<file path="config.mk">
export PLATFORM = sky130hd
export DESIGN_NAME = ppf_framer
export DESIGN_NICKNAME = d
export VERILOG_FILES = /design/src/include/ppf_pkg.sv /design/src/hw/ppf_framer.sv /design/src/hw/ppf_fifo.sv
export SDC_FILE = /design/constraint.sdc
export NUM_CORES = 1
export LEC_CHECK = 0
export BUFFER_PORTS_ARGS = -buffer_cell sky130_fd_sc_hd__buf_2
export CORE_AREA = 2 2 113 115
export DETAILED_ROUTE_END_ITERATION = 7
export DIE_AREA = 0 0 115 117
export GPL_TIMING_DRIVEN = 0
export PLACE_DENSITY = 0.68
export SLEW_MARGIN = 20
export SYNTH_ARGS = -nofsm -noshare
export SYNTH_HDL_FRONTEND = slang
export SYNTH_SLANG_ARGS = --single-unit
</file>
<file path="constraint.sdc">
create_clock -name i_clk_sys -period 4.7 [get_ports i_clk_sys]
set_input_delay 0.94 -clock i_clk_sys [delete_from_list [all_inputs] [get_ports i_clk_sys]]
set_output_delay 0.94 -clock i_clk_sys [all_outputs]
set_load 0.03 [all_outputs]
</file>
<file path="src/include/ppf_pkg.sv">
// Package for the ping-pong burst superframe framer.
// Assumes a single 50 MHz system clock and synchronous active-high reset.
package ppf_pkg;

    // System clock
    localparam int CLK_HZ = 50_000_000;
    localparam int CLK_NS = 20;

    // Burst timing, in nanoseconds as printed
    localparam int BURST_PERIOD_NS = 250_000;
    localparam int PHASE_NS = 99_000;
    localparam int BURST_CYCLES = BURST_PERIOD_NS / CLK_NS;
    localparam int PHASE_CYCLES = PHASE_NS / CLK_NS;

    // Frame layout
    localparam int FRAME_BITS = 38;
    localparam int BIT_CYCLES = PHASE_CYCLES / FRAME_BITS;
    localparam int M_BIT_POS = 36;
    localparam int SF_LEN = 4;
    localparam int GROUP_LEN = 4;

    // Superframe slot positions
    localparam logic [1:0] SLOT_SYNC = 2'h0;
    localparam logic [1:0] SLOT_T1 = 2'h1;
    localparam logic [1:0] SLOT_S = 2'h2;
    localparam logic [1:0] SLOT_T2 = 2'h3;

    // Reset values
    localparam logic [3:0] T_FIELD_RST = 4'h0;
    localparam logic SVC_RST = 1'h0;

    // FIFO geometry
    localparam int FIFO_DEPTH = 4;
    localparam int DATA_W = 8;

    // Pseudo-ternary line symbol
    typedef struct packed {
        logic pos;
        logic neg;
    } ppf_sym_s;

    // Software view of the superframe exchange
    typedef struct packed {
        logic [3:0] t_bits;
        logic rx_ready;
        logic tx_request;
        logic svc;
    } ppf_sf_rx_s;

    typedef enum logic [1:0] {
        PH_TX = 2'b00,
        PH_RX = 2'b01,
        PH_IDLE = 2'b10
    } ppf_phase_e;

endpackage : ppf_pkg

</file>
<file path="src/hw/ppf_framer.sv">
// Ping-pong burst framer with superframe (M-channel) bit exchange.
// Assumes line pins are asynchronous and host data is on i_clk_sys.
`timescale 1ns/100ps
module ppf_framer (
    input wire logic i_clk_sys,
    input wire logic i_srst,
    // Host payload in (to line)
    input wire logic i_tx_valid,
    output logic o_tx_ready,
    input wire logic [7:0] i_tx_data,
    // Host payload out (from line)
    output logic o_rx_valid,
    output logic [7:0] o_rx_data,
    // Superframe transmit register write
    input wire logic i_sf_tx_wr,
    input wire logic [3:0] i_sf_tx_t_bits,
    input wire logic i_sf_tx_svc,
    // Superframe receive register read strobe
    input wire logic i_sf_rx_rd,
    output ppf_pkg::ppf_sf_rx_s o_sf_rx,
    // Line pins
    output ppf_pkg::ppf_sym_s o_line_tx,
    output logic o_line_tx_en,
    input wire logic i_line_rx_pos,
    input wire logic i_line_rx_neg,
    output ppf_pkg::ppf_phase_e o_phase
);
    localparam int BW = 14;
    localparam logic [BW-1:0] BURST_LAST = BW'(ppf_pkg::BURST_CYCLES - 1);
    localparam logic [BW-1:0] RX_START = BW'(ppf_pkg::BURST_CYCLES / 2);
    localparam logic [BW-1:0] PH_LEN = BW'(ppf_pkg::PHASE_CYCLES);
    localparam logic [7:0] BIT_LAST = 8'(ppf_pkg::BIT_CYCLES - 1);
    localparam logic [7:0] BIT_MID = 8'(ppf_pkg::BIT_CYCLES / 2);
    localparam logic [5:0] FR_LAST = 6'(ppf_pkg::FRAME_BITS - 1);
    localparam logic [5:0] M_POS = 6'(ppf_pkg::M_BIT_POS);

    ////////////////////////////////////////////////////////////////////////
    // Burst timing
    logic [BW-1:0] burst_cnt, next_burst_cnt;
    logic [7:0] bit_cnt, next_bit_cnt;
    logic [5:0] bit_idx, next_bit_idx;
    logic in_tx, in_rx, bit_tick, bit_mid, ph_start;

    assign in_tx = burst_cnt < PH_LEN;
    assign in_rx = (burst_cnt >= RX_START) && (burst_cnt < RX_START + PH_LEN);
    assign ph_start = (burst_cnt == '0) || (burst_cnt == RX_START);
    assign bit_tick = (in_tx || in_rx) && (bit_cnt == BIT_LAST);
    assign bit_mid = in_rx && (bit_cnt == BIT_MID);
    assign o_phase = in_tx ? ppf_pkg::PH_TX : (in_rx ? ppf_pkg::PH_RX : ppf_pkg::PH_IDLE);

    always_comb begin
        next_burst_cnt = (burst_cnt == BURST_LAST) ? '0 : burst_cnt + 1'b1;
        next_bit_cnt = (ph_start || bit_cnt == BIT_LAST) ? '0 : bit_cnt + 1'b1;
        next_bit_idx = bit_idx;
        if (ph_start) begin
            next_bit_idx = '0;
        end else if (bit_tick && bit_idx != FR_LAST) begin
            next_bit_idx = bit_idx + 1'b1;
        end
    end

    always_ff @(posedge i_clk_sys) begin
        if (i_srst) begin
            burst_cnt <= '0;
            bit_cnt <= '0;
            bit_idx <= '0;
        end else begin
            burst_cnt <= next_burst_cnt;
            bit_cnt <= next_bit_cnt;
            bit_idx <= next_bit_idx;
        end
    end

    ////////////////////////////////////////////////////////////////////////
    // Host transmit FIFO; back-pressure stalls the host
    logic fifo_valid, fifo_pop;
    logic [7:0] fifo_data;

    ppf_fifo #(
        .WIDTH(ppf_pkg::DATA_W),
        .DEPTH(ppf_pkg::FIFO_DEPTH)
    ) u_tx_fifo (
        .i_clk_sys(i_clk_sys),
        .i_srst(i_srst),
        .i_in_valid(i_tx_valid),
        .o_in_ready(o_tx_ready),
        .i_in_data(i_tx_data),
        .o_out_valid(fifo_valid),
        .i_out_ready(fifo_pop),
        .o_out_data(fifo_data)
    );

    ////////////////////////////////////////////////////////////////////////
    // Transmit path: frame build, superframe slot and AMI coder
    logic [7:0] tx_shift, next_tx_shift;
    logic [2:0] tx_bpos, next_tx_bpos;
    logic tx_have, next_tx_have;
    logic [1:0] tx_slot, next_tx_slot;
    logic [3:0] tx_field, next_tx_field;
    logic [3:0] tx_out, next_tx_out;
    logic [1:0] tx_left, next_tx_left;
    logic tx_field_full, next_tx_field_full;
    logic tx_svc, next_tx_svc;
    logic tx_req, next_tx_req;
    logic last_pol, next_last_pol;
    ppf_pkg::ppf_sym_s sym, next_sym;
    logic next_tx_en, tx_en;
    logic tx_bit;
    logic m_bit;

    // payload taken from FIFO, framing added here
    assign fifo_pop = in_tx && ph_start && fifo_valid && !tx_have;

    // one M bit per frame, rotated over four slots
    // sync slot is a forced one
    // T slots from shifter, S slot from service latch
    always_comb begin
        case (tx_slot)
            ppf_pkg::SLOT_SYNC: m_bit = 1'b1;
            ppf_pkg::SLOT_S: m_bit = tx_svc;
            ppf_pkg::SLOT_T1, ppf_pkg::SLOT_T2: m_bit = tx_out[3];
            default: m_bit = 1'b0;
        endcase
    end

    // 38-bit frame: framing bit, 8 payload bits, fill, M bit, one fill bit
    always_comb begin
        if (bit_idx == '0) begin
            tx_bit = 1'b1;
        end else if (bit_idx <= 6'd8) begin
            tx_bit = tx_have ? tx_shift[3'(8 - bit_idx)] : 1'b1;
        end else if (bit_idx == M_POS) begin
            tx_bit = m_bit;
        end else begin
            tx_bit = 1'b0;
        end
    end

    always_comb begin
        next_tx_shift = tx_shift;
        next_tx_bpos = tx_bpos;
        next_tx_have = tx_have;
        next_tx_slot = tx_slot;
        next_tx_field = tx_field;
        next_tx_out = tx_out;
        next_tx_left = tx_left;
        next_tx_field_full = tx_field_full;
        next_tx_svc = tx_svc;
        next_tx_req = tx_req;
        next_last_pol = last_pol;
        next_sym = sym;
        next_tx_en = in_tx;
        if (fifo_pop) begin
            next_tx_shift = fifo_data;
            next_tx_have = 1'b1;
        end
        if (i_sf_tx_wr) begin
            next_tx_field = i_sf_tx_t_bits;
            next_tx_field_full = 1'b1;
            next_tx_svc = i_sf_tx_svc;
        end
        if (in_tx && bit_cnt == '0) begin
            // sync mark repeats last polarity as a violation
            if (bit_idx == M_POS && tx_slot == ppf_pkg::SLOT_SYNC) begin
                next_sym = last_pol ? 2'b10 : 2'b01;
            end else if (tx_bit) begin
                next_sym = last_pol ? 2'b01 : 2'b10;
                next_last_pol = !last_pol;
            end else begin
                next_sym = 2'b00;
            end
        end
        if (!in_tx) begin
            next_sym = 2'b00;
        end
        if (bit_tick && in_tx && bit_idx == FR_LAST) begin
            next_tx_have = 1'b0;
            next_tx_slot = tx_slot + 1'b1;
            if (tx_slot == ppf_pkg::SLOT_T1 || tx_slot == ppf_pkg::SLOT_T2) begin
                next_tx_out = {tx_out[2:0], 1'b0};
                if (tx_left != '0) begin
                    next_tx_left = tx_left - 1'b1;
                end
            end
            // group moved into shifter raises request
            // Load after the sync slot so the group leads a superframe
            if (tx_slot == ppf_pkg::SLOT_SYNC && tx_left == '0 && tx_field_full) begin
                next_tx_out = tx_field;
                next_tx_left = 2'd3;
                // A write in the load cycle stays pending instead of being lost
                next_tx_field_full = i_sf_tx_wr;
                next_tx_req = 1'b1;
            end
        end
        // read clears request, unless set in same cycle
        if (i_sf_rx_rd && !(next_tx_req && !tx_req)) begin
            next_tx_req = 1'b0;
        end
    end

    always_ff @(posedge i_clk_sys) begin
        if (i_srst) begin
            tx_shift <= '0;
            tx_bpos <= '0;
            tx_have <= 1'b0;
            tx_slot <= ppf_pkg::SLOT_SYNC;
            tx_field <= ppf_pkg::T_FIELD_RST;
            tx_out <= ppf_pkg::T_FIELD_RST;
            tx_left <= '0;
            tx_field_full <= 1'b0;
            tx_svc <= ppf_pkg::SVC_RST;
            tx_req <= 1'b0;
            last_pol <= 1'b0;
            sym <= '0;
            tx_en <= 1'b0;
        end else begin
            tx_shift <= next_tx_shift;
            tx_bpos <= next_tx_bpos;
            tx_have <= next_tx_have;
            tx_slot <= next_tx_slot;
            tx_field <= next_tx_field;
            tx_out <= next_tx_out;
            tx_left <= next_tx_left;
            tx_field_full <= next_tx_field_full;
            tx_svc <= next_tx_svc;
            tx_req <= next_tx_req;
            last_pol <= next_last_pol;
            sym <= next_sym;
            tx_en <= next_tx_en;
        end
    end

    assign o_line_tx = sym;
    assign o_line_tx_en = tx_en;

    ////////////////////////////////////////////////////////////////////////
    // Line input synchronisers; first stage feeds only the second
    logic [1:0] rx_s1, rx_s2;

    always_ff @(posedge i_clk_sys) begin
        if (i_srst) begin
            rx_s1 <= '0;
            rx_s2 <= '0;
        end else begin
            rx_s1 <= {i_line_rx_pos, i_line_rx_neg};
            rx_s2 <= rx_s1;
        end
    end

    ////////////////////////////////////////////////////////////////////////
    // Receive path: AMI decode, violation detect, field collection
    logic rx_mark, rx_pol_now, rx_viol;
    logic rx_last_pol, next_rx_last_pol;
    logic [7:0] rx_shift, next_rx_shift;
    logic [7:0] rx_data, next_rx_data;
    logic rx_valid, next_rx_valid;
    logic [1:0] rx_slot, next_rx_slot;
    logic [3:0] rx_coll, next_rx_coll;
    logic [2:0] rx_cnt, next_rx_cnt;
    logic [3:0] rx_field, next_rx_field;
    logic rx_rdy, next_rx_rdy;
    logic rx_svc, next_rx_svc;
    logic rx_locked, next_rx_locked;

    assign rx_mark = rx_s2[1] ^ rx_s2[0];
    assign rx_pol_now = rx_s2[1];
    assign rx_viol = rx_mark && (rx_pol_now == rx_last_pol);

    always_comb begin
        next_rx_last_pol = rx_last_pol;
        next_rx_shift = rx_shift;
        next_rx_data = rx_data;
        next_rx_valid = 1'b0;
        next_rx_slot = rx_slot;
        next_rx_coll = rx_coll;
        next_rx_cnt = rx_cnt;
        next_rx_field = rx_field;
        next_rx_rdy = rx_rdy;
        next_rx_svc = rx_svc;
        next_rx_locked = rx_locked;
        if (bit_mid) begin
            if (rx_mark) begin
                next_rx_last_pol = rx_pol_now;
            end
            if (bit_idx >= 6'd1 && bit_idx <= 6'd8) begin
                next_rx_shift = {rx_shift[6:0], rx_mark};
                if (bit_idx == 6'd8) begin
                    next_rx_data = {rx_shift[6:0], rx_mark};
                    next_rx_valid = 1'b1;
                end
            end
            if (bit_idx == M_POS) begin
                if (rx_viol) begin
                    next_rx_slot = ppf_pkg::SLOT_T1;
                    next_rx_locked = 1'b1;
                end else begin
                    next_rx_slot = rx_slot + 1'b1;
                end
                if (rx_locked && rx_slot == ppf_pkg::SLOT_S) begin
                    next_rx_svc = rx_mark;
                end
                if (rx_locked && !rx_viol &&
                    (rx_slot == ppf_pkg::SLOT_T1 || rx_slot == ppf_pkg::SLOT_T2)) begin
                    // first arrival ends in bit 3
                    next_rx_coll = {rx_coll[2:0], rx_mark};
                    next_rx_cnt = rx_cnt + 1'b1;
                    // four T-bits make the group ready
                    if (rx_cnt == 3'd3) begin
                        next_rx_field = {rx_coll[2:0], rx_mark};
                        next_rx_cnt = '0;
                        next_rx_rdy = 1'b1;
                    end
                end
            end
        end
        // read clears ready; a same-cycle set wins
        if (i_sf_rx_rd && !(next_rx_rdy && !rx_rdy)) begin
            next_rx_rdy = 1'b0;
        end
    end

    always_ff @(posedge i_clk_sys) begin
        if (i_srst) begin
            rx_last_pol <= 1'b0;
            rx_shift <= '0;
            rx_data <= '0;
            rx_valid <= 1'b0;
            rx_slot <= ppf_pkg::SLOT_SYNC;
            rx_coll <= ppf_pkg::T_FIELD_RST;
            rx_cnt <= '0;
            rx_field <= ppf_pkg::T_FIELD_RST;
            rx_rdy <= 1'b0;
            rx_svc <= ppf_pkg::SVC_RST;
            rx_locked <= 1'b0;
        end else begin
            rx_last_pol <= next_rx_last_pol;
            rx_shift <= next_rx_shift;
            rx_data <= next_rx_data;
            rx_valid <= next_rx_valid;
            rx_slot <= next_rx_slot;
            rx_coll <= next_rx_coll;
            rx_cnt <= next_rx_cnt;
            rx_field <= next_rx_field;
            rx_rdy <= next_rx_rdy;
            rx_svc <= next_rx_svc;
            rx_locked <= next_rx_locked;
        end
    end

    assign o_rx_valid = rx_valid;
    assign o_rx_data = rx_data;
    assign o_sf_rx = '{t_bits: rx_field, rx_ready: rx_rdy, tx_request: tx_req, svc: rx_svc};
endmodule : ppf_framer

</file>
<file path="src/hw/ppf_fifo.sv">
// Small flip-flop FIFO with valid/ready on both sides.
// Assumes one clock domain; depth is a power of two.
`timescale 1ns/100ps
module ppf_fifo #(
    parameter int WIDTH = 8,
    parameter int DEPTH = 4
) (
    input wire logic i_clk_sys,
    input wire logic i_srst,
    input wire logic i_in_valid,
    output logic o_in_ready,
    input wire logic [WIDTH-1:0] i_in_data,
    output logic o_out_valid,
    input wire logic i_out_ready,
    output logic [WIDTH-1:0] o_out_data
);
    localparam int AW = $clog2(DEPTH);

    logic [WIDTH-1:0] mem [DEPTH];
    logic [AW-1:0] wr_ptr;
    logic [AW-1:0] rd_ptr;
    logic [AW:0] count;
    logic [AW-1:0] next_wr_ptr;
    logic [AW-1:0] next_rd_ptr;
    logic [AW:0] next_count;
    logic push;
    logic pop;

    ////////////////////////////////////////////////////////////////////////
    // Honest full and empty from the occupancy count
    assign o_in_ready = (count != DEPTH[AW:0]);
    assign o_out_valid = (count != '0);
    assign o_out_data = mem[rd_ptr];
    assign push = i_in_valid && o_in_ready;
    assign pop = o_out_valid && i_out_ready;

    // Pointer and count update
    always_comb begin
        next_wr_ptr = push ? wr_ptr + 1'b1 : wr_ptr;
        next_rd_ptr = pop ? rd_ptr + 1'b1 : rd_ptr;
        next_count = count;
        if (push && !pop) begin
            next_count = count + 1'b1;
        end else if (pop && !push) begin
            next_count = count - 1'b1;
        end
    end

    always_ff @(posedge i_clk_sys) begin
        if (i_srst) begin
            wr_ptr <= '0;
            rd_ptr <= '0;
            count <= '0;
        end else begin
            wr_ptr <= next_wr_ptr;
            rd_ptr <= next_rd_ptr;
            count <= next_count;
        end
    end

    // Storage has no reset; reads are gated by valid
    always_ff @(posedge i_clk_sys) begin
        if (push) begin
            mem[wr_ptr] <= i_in_data;
        end
    end
endmodule : ppf_fifo

</file>
# --- Yosys cells after proc, flatten, opt, wreduce, memory -nomap -nowiden ---
# Memories as Yosys holds them, arrays and structs flattened. A register that Yosys moved wholly into a read port is not among the register bits.
# Cells that the tools add are included.
classes:
  addsub: 12
  order_cmp: 6
  n_eq_ne: 17
  muxes: 34
  bitwise: 5
  n_reduce_logical: 70
ops:
  columns: ["op", "count"]
  rows:
  - ["$logic_and 1x1->1", 26]
  - ["$mux 2", 10]
  - ["$reduce_and 3->1", 6]
  - ["$mux 1", 17]
  - ["$reduce_or 2->1", 8]
  - ["$add 14x1->14 const B", 1]
  - ["$eq 14x13->1 const B", 1]
  - ["$eq 14x14->1 const B", 1]
  - ["$ge 14x13->1 const B", 1]
  - ["$logic_not 14->1", 1]
  - ["$lt 14x13->1 const B", 1]
  - ["$lt 14x14->1 const B", 1]
  - ["$eq 6x6->1 const B", 2]
  - ["$logic_not 1->1", 9]
  - ["$mux 3", 3]
  - ["$add 2x1->2 const B", 4]
  - ["$add 8x1->8 const B", 1]
  - ["$eq 2x2->1 const B", 4]
  - ["$eq 8x7->1 const B", 1]
  - ["$eq 8x8->1 const B", 1]
  - ["$logic_not 8->1", 1]
  - ["$mux 4", 2]
  - ["$reduce_and 2->1", 4]
  - ["$reduce_bool 2->1", 4]
  - ["other kinds (24)", 34]
word_totals:
  wordCells: 176
  out_inout_bits: 22
  ram_bits: 32
  mem_count: 1
  input_bits: 20
  reg_bits: 91
mem_list:
  columns: ["memory", "words", "width", "read_ports", "rd_ports_with_merged_regs", "write_ports", "line", "source"]
  rows:
  - ["u_tx_fifo.mem", 4, 8, 1, 1, 1, "ppf_fifo.sv:19", "logic [WIDTH-1:0] mem [DEPTH];"]

# --- Depth between registers and ports, before layout ---
# Gate-level depths: netlist of the first run.
depth:
  depth_word: 12
  depth_mapped: 13

# --- By module ---
# A second synthesis of the first run with hierarchy kept.
hier_totals:
  hier_cells: 565
  area_unflattened_um2: 5982.0
modules_own_cells:
  columns: ["module", "area_each_um2", "cells_per_inst", "instances"]
  rows:
  - ["ppf_framer", 4344.2, 475, 1]
  - ["ppf_fifo", 1637.8, 90, 1]

# --- Worst setup path after synthesis of the first run ---
# No wires, ideal clock.
synth_path:
  kind: "register to register"
  from: "register burst_cnt[9]"
  to: "register u_tx_fifo.count[2]"
  setup_slack_ns: 1.745
  t_arrival_ns: 2.885
  synth_period_minus_slack_ns: 2.955
  path_stages_with_launch: 12
  n_path_buf: 2
  cell_sequence: "dfxtp_1 > clkbuf_1 > or4_1 > a21oi_1 > or4b_1 > buf_2 > ha_1 > inv_1 > fa_1 > xor2_1 > or3_1 > a21oi_1"
synth_via:
  elab_chain_cells: 9
synth_lines:
  columns: ["item", "line", "source"]
  rows:
  - ["start, declared", "ppf_framer.sv:39", "logic [BW-1:0] burst_cnt, next_burst_cnt;"]
  - ["start signal, assigned", "ppf_framer.sv:68", "burst_cnt <= next_burst_cnt;"]
  - ["parallel branches: the longest is 2 deep, another holds $lt 14x13->1", null, null]
  - ["$logic_and 1x1->1 (*) (3 in series)", "ppf_framer.sv:112", "assign fifo_pop = in_tx && ph_start && fifo_valid && !tx_have;"]
  - ["$logic_and 1x1->1 (*)", "ppf_fifo.sv:35", "assign pop = o_out_valid && i_out_ready;"]
  - ["$logic_not 1->1", "ppf_fifo.sv:42", "if (push && !pop) begin"]
  - ["$logic_and 1x1->1", "ppf_fifo.sv:42", null]
  - ["$mux 3 or $reduce_bool 2->1 (tied branches)", null, null]
  - ["end signal, assigned", "ppf_fifo.sv:57", "count <= next_count;"]
  - ["end, declared", "ppf_fifo.sv:22", "logic [AW:0] count;"]
# Mark *: on every way between the ends.
# A chain may end at the register's enable or synchronous reset.

# --- Worst setup path after layout of the first run ---
layout_path:
  from: "register burst_cnt[9]"
  to: "output o_phase[1]"
layout_via:
  elab_chain_cells: 4
layout_lines:
  columns: ["item", "line", "source"]
  rows:
  - ["$ge 14x13->1 or $lt 14x14->1 (tied branches)", "ppf_framer.sv:45", "assign in_rx = (burst_cnt >= RX_START) && (burst_cnt < RX_START + PH_LEN);"]
  - ["$logic_and 1x1->1", "ppf_framer.sv:45", null]
  - ["$mux 2", "ppf_framer.sv:49", "assign o_phase = in_tx ? ppf_pkg::PH_TX : (in_rx ? ppf_pkg::PH_RX : ppf_pkg::PH_IDLE);"]
  - ["$mux 2 (*)", "ppf_framer.sv:49", null]
  - ["end, declared", "ppf_framer.sv:26", "output ppf_pkg::ppf_phase_e o_phase"]
# Every way passes the cells marked *; elsewhere a longest branch is shown, timed or not.

==> results.yml, run 1 <==
yosys:
  yosysUniqueCellTypes: 72
  yosysSeqAreaShare_pct: 49.3
  yosys-top-cells-area: "dfxtp_1 (33%), edfxtp_1 (16%), mux2i_1 (7.9%)"
  synthTopCellsByCount: "nor2_1 (101), dfxtp_1 (99), mux2i_1 (47)"
  synth-compound-area-share_pct: 7.04
  synthMostInstantiatedCell: "nor2_1"
  synth_cells: 566
  synthAdderAreaFrac_pct: 5.32
  synth-edff-count: 32
  ys_async_sr_fraction_pct: 0
  synth_mux_area_share_pct: 11.6
  yosys_warnings: 0
  synth-simple-area-share_pct: 17.7
  synth_nets: 610
  ys.flop_type: "dfxtp_1"
  synth_top_area_share_pct: 33.2
  synth_top_family_by_area: "simple AND/OR/NAND/NOR gates"
  synth_area_leader_cell: "dfxtp_1"
  syn-cell-area_um2: 5970
  ys_ff_latch: 131
  yosys.area_share.xor_xnor_pct: 3.81
  synth_area_per_cell_um2: 10.6
pwr:
  power_density_nw_per_um2: 424
  ir_worst_vdd_mv: 0.320
  p_leak_nw: 2.89
global_routing:
  grt.overflow.total: 0
  grt_pass1_wl_mm: 19.3
  antenna_found_initial: 0
  gr-usage-all-layers_pct: 18.6
  first_global_vias: 4074
  grt_max_degree: 17
sta:
  tightest_slew_ns: 0.758
  tns_ns: 0
  finalSetupViolations: 0
  fin_worst_skew_ns: 0.00601
  fin_crit_ns: 3.40
  timing.fmax_mhz: 294
  grt_setup_unrepaired: "no"
  fin_crit_sh_pct: 72.4
  hold_viol: 0
  timing.final.max_slew_violations: 0
  slew_headroom_pct: 49.5
drt:
  vias_per_cell: 5.34
  vias: 4202
  drtIter0Drc: 201
  wirelength_mm: 11.8
  first_pass_iters: 5
  drcViolationCount: 0
  detail_route.wl_per_cell_um: 14.9
  detail-route-antenna-nets: 0
clock_network:
  htreeDepth: 4
  clk_pin_slew_ns: 0.06
  post_cts_buffers: 0
  cts_resized: 0
  cts_tree: "done"
  clock_latency_ns: 0.42
  cts_hold_buf: 0
  cts_buffers: 17
  cts.path.max_buffers: 2
  cts-root-buf: "clkbuf_16"
  clock_sinks: 131
finish:
  seq_area_um2: 2940
  multi_input_area_um2: 2720
  drive_above_1_share_pct: 17.7
  stdcell_count: 787
  syn2layout_area_growth_pct: 15.9
  final_nets: 669
  n_fill_cell: 1055
  antenna_cells: 0
critical_path:
  cp_common_cell: "nor2_1"
  worst_setup_path_start_kind: "register"
  path_cells: "clkbuf_1 -> nor4_1 -> o21ai_0 -> a31oi_2 -> nor2_1 -> nor2_1 -> buf_2"
  slowest_delay_ns: 0.52
  crit_required_ns: 3.76
  cp_max_fo: 9
  rr_worst_depth: 11
  cp.arrival_ns: 2.46
  path_class: "reg2out"
  cp-end-kind: "output port"
  cp_slowest_cell: "a31oi_2"
status:
  status: "finished clean"
die:
  dieArea_um2: 13500
  core_um2: 12300
  num_io_pins: 42
  fp.dieW_um: 115
  initial_core_util_pct: 48.5
  die_h_um: 117
  rows: 41
placement:
  dp_cells: 756
  place_congestion: 0.879
  portBuffers: 40
  dp_hpwl_mm: 8.35
worst_hold_path:
  hp-class: "reg2reg"
  min_delay_path_depth: 1
run:
  cap_violations: 0
## final timing paths
path / from / endpoint / slack, ns
worst max-delay path: burst_cnt[9] / o_phase[1] / 1.30
worst min-delay path: rx_s1[1] / rx_s2[1] / 0.44
worst max register to register: burst_cnt[9] / u_tx_fifo.count[2] / 1.36
worst min register to register: rx_s1[1] / rx_s2[1] / 0.44
## final cells by class
class | instances | area share (%)
repair buffers | 40 | 2.89
inverters | 29 | 1.57
plain buffers | 33 | 2.93
well taps | 150 | 2.71
multi-input cells | 373 | 39.3
clock buffers | 17 | 6.14
flip-flops and latches | 131 | 42.5
clock inverters | 14 | 2.01
## stage by stage
stage | hold WS, ns | total power, mW | instance area, um2 | utilization [%] | setup slack (ns)
finish | 0.441 | 2.94 | 6930 | 56.3 | 1.30
global route | 0.464 | 3.07 | 6930 | 56.3 | 1.09
CTS | 0.447 | 2.96 | 6930 | 56.3 | 1.31
detailed placement | 0.431 | 1.71 | 6360 | 51.7 | 1.38
global placement | 0.419 | 1.68 | 6360 | 51.7 | 1.41
floorplan | 0.414 | 1.60 | 5970 | - | 1.75
## critical path: cells and delay by family (launching register included)
family,cells,cell delay (ns)
compound gates,2,0.70
buf+inv,2,0.42
flops,1,0.29
simple gates,3,0.63
## cell usage in the layout (no fill, tap or decap), types with 15 or more instances in the layout
cell type  netlist  layout
nor2_1         101     101
dfxtp_1         99      99
mux2i_1         47      47
buf_2            5      45
edfxtp_1        32      32
inv_1           29      29
ha_1            23      23
nand3_1         22      22
clkbuf_1        18      18
clkbuf_16        0      17
xor2_1          16      16
a21oi_1         16      16
nand2_1         15      15
## per-layer routing
metal,part of all wire [%],global-route usage (%),routed length [um]
met5,0,0,0
met4,0.79,6.10,93
met3,3.1,5.82,364
met2,50,31.6,5860
met1,46,22.7,5440
## report_power, final
part	switching (mW)	leakage (nW)	internal [mW]
combinational	0.209	1.52	0.180
sequential	0.0487	1.10	1.24
clock	0.487	0.276	0.772
total	0.745	2.89	2.20
## flip-flops by register name (all words and copies together), names as in the netlist, 2 cells and up
signal	count
bit_idx	6
tx_left	2
rx_coll	3
tx_slot	2
bit_cnt	8
rx_s2	2
rx_slot	2
u_tx_fifo.wr_ptr	2
rx_field	4
o_line_tx	2
rx_s1	2
rx_cnt	3
burst_cnt	14
tx_field	4
u_tx_fifo.count	3
tx_out	4
u_tx_fifo.mem	32
o_rx_data	8
u_tx_fifo.rd_ptr	2
rx_shift	7
tx_shift	8
## cells by family after synthesis
group                    Yosys count
AND/OR/NAND/NOR                  206
XOR/XNOR                          26
AO/OA/AOI/OAI                     59
buffers and inverters             62
adder cells (fa/ha/maj)           25
flip-flops                       131
multiplexers                      57
Note: power is estimated with default switching activity, not from simulation.
==> inputs of run 2 (changes only) <==
==> constraint.sdc (replaced) <==
create_clock -name i_clk_sys -period 3.22 [get_ports i_clk_sys]
set_input_delay 0.644 -clock i_clk_sys [delete_from_list [all_inputs] [get_ports i_clk_sys]]
set_output_delay 0.644 -clock i_clk_sys [all_outputs]
set_load 0.03 [all_outputs]
==> run 2 against run 1 <==
  * Power rose by 46%
  * Utilization grew 0.35 points
  * Clock power up 45%
  * Sequential cell count unchanged
  * Clock-buffer cell count unchanged
  * Die area is the same
  * First-iteration DRC count decreased by 9.0%
  * Register-to-register slack got worse by 1.2 ns
  * Wire length is 0.43% higher
==> results.yml, run 2 (same netlist as run 1, synthesis figures left out) <==
pwr:
  power_density_nw_per_um2: 617
  p_clk_share_pct: 42.6
  switchingPower_mw: 1.09
  p_seq_share_pct: 43.8
  intPower_mw: 3.22
  p_leak_nw: 2.90
  ir_worst_vdd_mv: 0.466
  switching_share_pct: 25.2
  combPwrFrac_pct: 13.5
drt:
  first_pass_iters: 4
  detail-route-antenna-nets: 0
  drcViolationCount: 0
  vias_per_cell: 5.34
  wirelength_mm: 11.8
  detail_route.wl_per_cell_um: 15.1
  vias: 4186
  drtIter0Drc: 183
sta:
  tns_ns: 0
  fin_crit_sh_pct: 94.4
  timing.fmax_mhz: 329
  fin_worst_skew_ns: 0.00760
  grt_setup_unrepaired: "no"
  finalSetupViolations: 0
  timing.final.max_slew_violations: 0
  slew_headroom_pct: 49.5
  tightest_slew_ns: 0.758
  fin_ws_ns: 0.180
  hold_viol: 0
  fin_crit_ns: 3.04
die:
  num_io_pins: 42
  die_h_um: 117
  dieArea_um2: 13500
  initial_core_util_pct: 48.5
  fp.dieW_um: 115
  core_um2: 12300
  rows: 41
finish:
  antenna_cells: 0
  layout_common_cells: "nor2_1 (101), dfxtp_1 (99), mux2i_1 (47)"
  syn2layout_area_growth_pct: 16.6
  final_nets: 666
  drive_above_1_share_pct: 18.9
  top_register: "u_tx_fifo.mem"
  largest_reg_flops: 32
  final_common_cell: "nor2_1"
  top_regs: "u_tx_fifo.mem x32, burst_cnt x14"
global_routing:
  grt.overflow.total: 0
  grt_max_degree: 17
  antenna_found_initial: 0
  grt_pass1_wl_mm: 19.4
  first_global_vias: 4087
  gr-usage-all-layers_pct: 18.7
critical_path:
  timing.rr.start: "burst_cnt[8]"
  crit_start: "burst_cnt[8]"
  crit_required_ns: 3.57
  path_class: "reg2reg"
  cp.arrival_ns: 3.39
  cp_max_fo: 10
  cp-end-kind: "register"
  worst_setup_path_start_kind: "register"
clock_network:
  clock_latency_ns: 0.42
  cts.path.max_buffers: 2
  cts_buffers: 17
  cts_hold_buf: 0
  cts_tree: "done"
  htreeDepth: 4
  clk_pin_slew_ns: 0.06
  cts-root-buf: "clkbuf_16"
  clock_sinks: 131
placement:
  place_congestion: 0.879
  portBuffers: 40
  dp_slack_ns: -0.0961
  dp_hpwl_mm: 8.35
worst_hold_path:
  min_from: "i_tx_data[2]"
  hp-class: "in2reg"
status:
  status: "finished clean"
run:
  cap_violations: 0
-- run 2: final cells by class --
type	instances	area, um2
fillers	1051	5340
flip-flops and latches	131	2940
multi-input cells	373	2770
clock buffers	17	425
repair buffers	41	208
plain buffers	29	190
well taps	150	188
clock inverters	14	139
inverters	29	109
-- run 2: what timing repair did --
action,CTS,global route
gates resized for setup,3,7
setup endpoints to repair,2,3
pin swaps,0,1
cloned,0,0
setup buffers,0,1
-- run 2: worst paths after layout --
path	endpoint	slack, ns	depth (start not counted)
worst min register to register	rx_s2[1]	0.44	1
worst max-delay path	u_tx_fifo.count[2]	0.18	11
worst min-delay path	u_tx_fifo.mem[2][2]	0.44	1
worst max register to register	u_tx_fifo.count[2]	0.18	11
-- run 2: metal layers --
| layer | GRT usage, % | part of all wire (%) | wire length [um] |
|---|---|---|---|
| met5 | 0 | 0 | 0 |
| met4 | 6.10 | 1.2 | 144 |
| met3 | 5.82 | 3.6 | 427 |
| met2 | 31.9 | 50 | 5860 |
| met1 | 22.7 | 46 | 5380 |
-- run 2: worst max-delay path: stages (launching register included) --
cell     delay (ns)
dfxtp_1        0.29
buf_2          0.18
or4_1          0.59
a21oi_4        0.19
or4b_4         0.51
buf_4          0.21
ha_1           0.23
inv_1          0.08
fa_1           0.18
xor2_1         0.08
or3_1          0.30
a21oi_1        0.13
-- run 2: through the flow --
stage	power, mW	cells	hold WS [ns]	cell area (um2)	utilization [%]
global placement	2.46	756	0.419	6360	51.7
finish	4.30	784	0.435	6970	56.6
detailed placement	2.49	756	0.431	6360	51.7
floorplan	2.34	566	0.414	5970	-
CTS	4.33	787	0.422	6950	56.4
global route	4.49	784	0.426	6970	56.6
-- run 2: power groups by stage --
stage / clock network (mW) / registers, mW / logic [mW]
6_report: 1.83 / 1.89 / 0.581
5_1_grt: 1.95 / 1.90 / 0.645
4_1_cts: 1.86 / 1.89 / 0.580
3_5_place_dp: 0 / 1.92 / 0.572
3_3_place_gp: 0 / 1.91 / 0.550
2_1_floorplan: 0 / 1.91 / 0.436
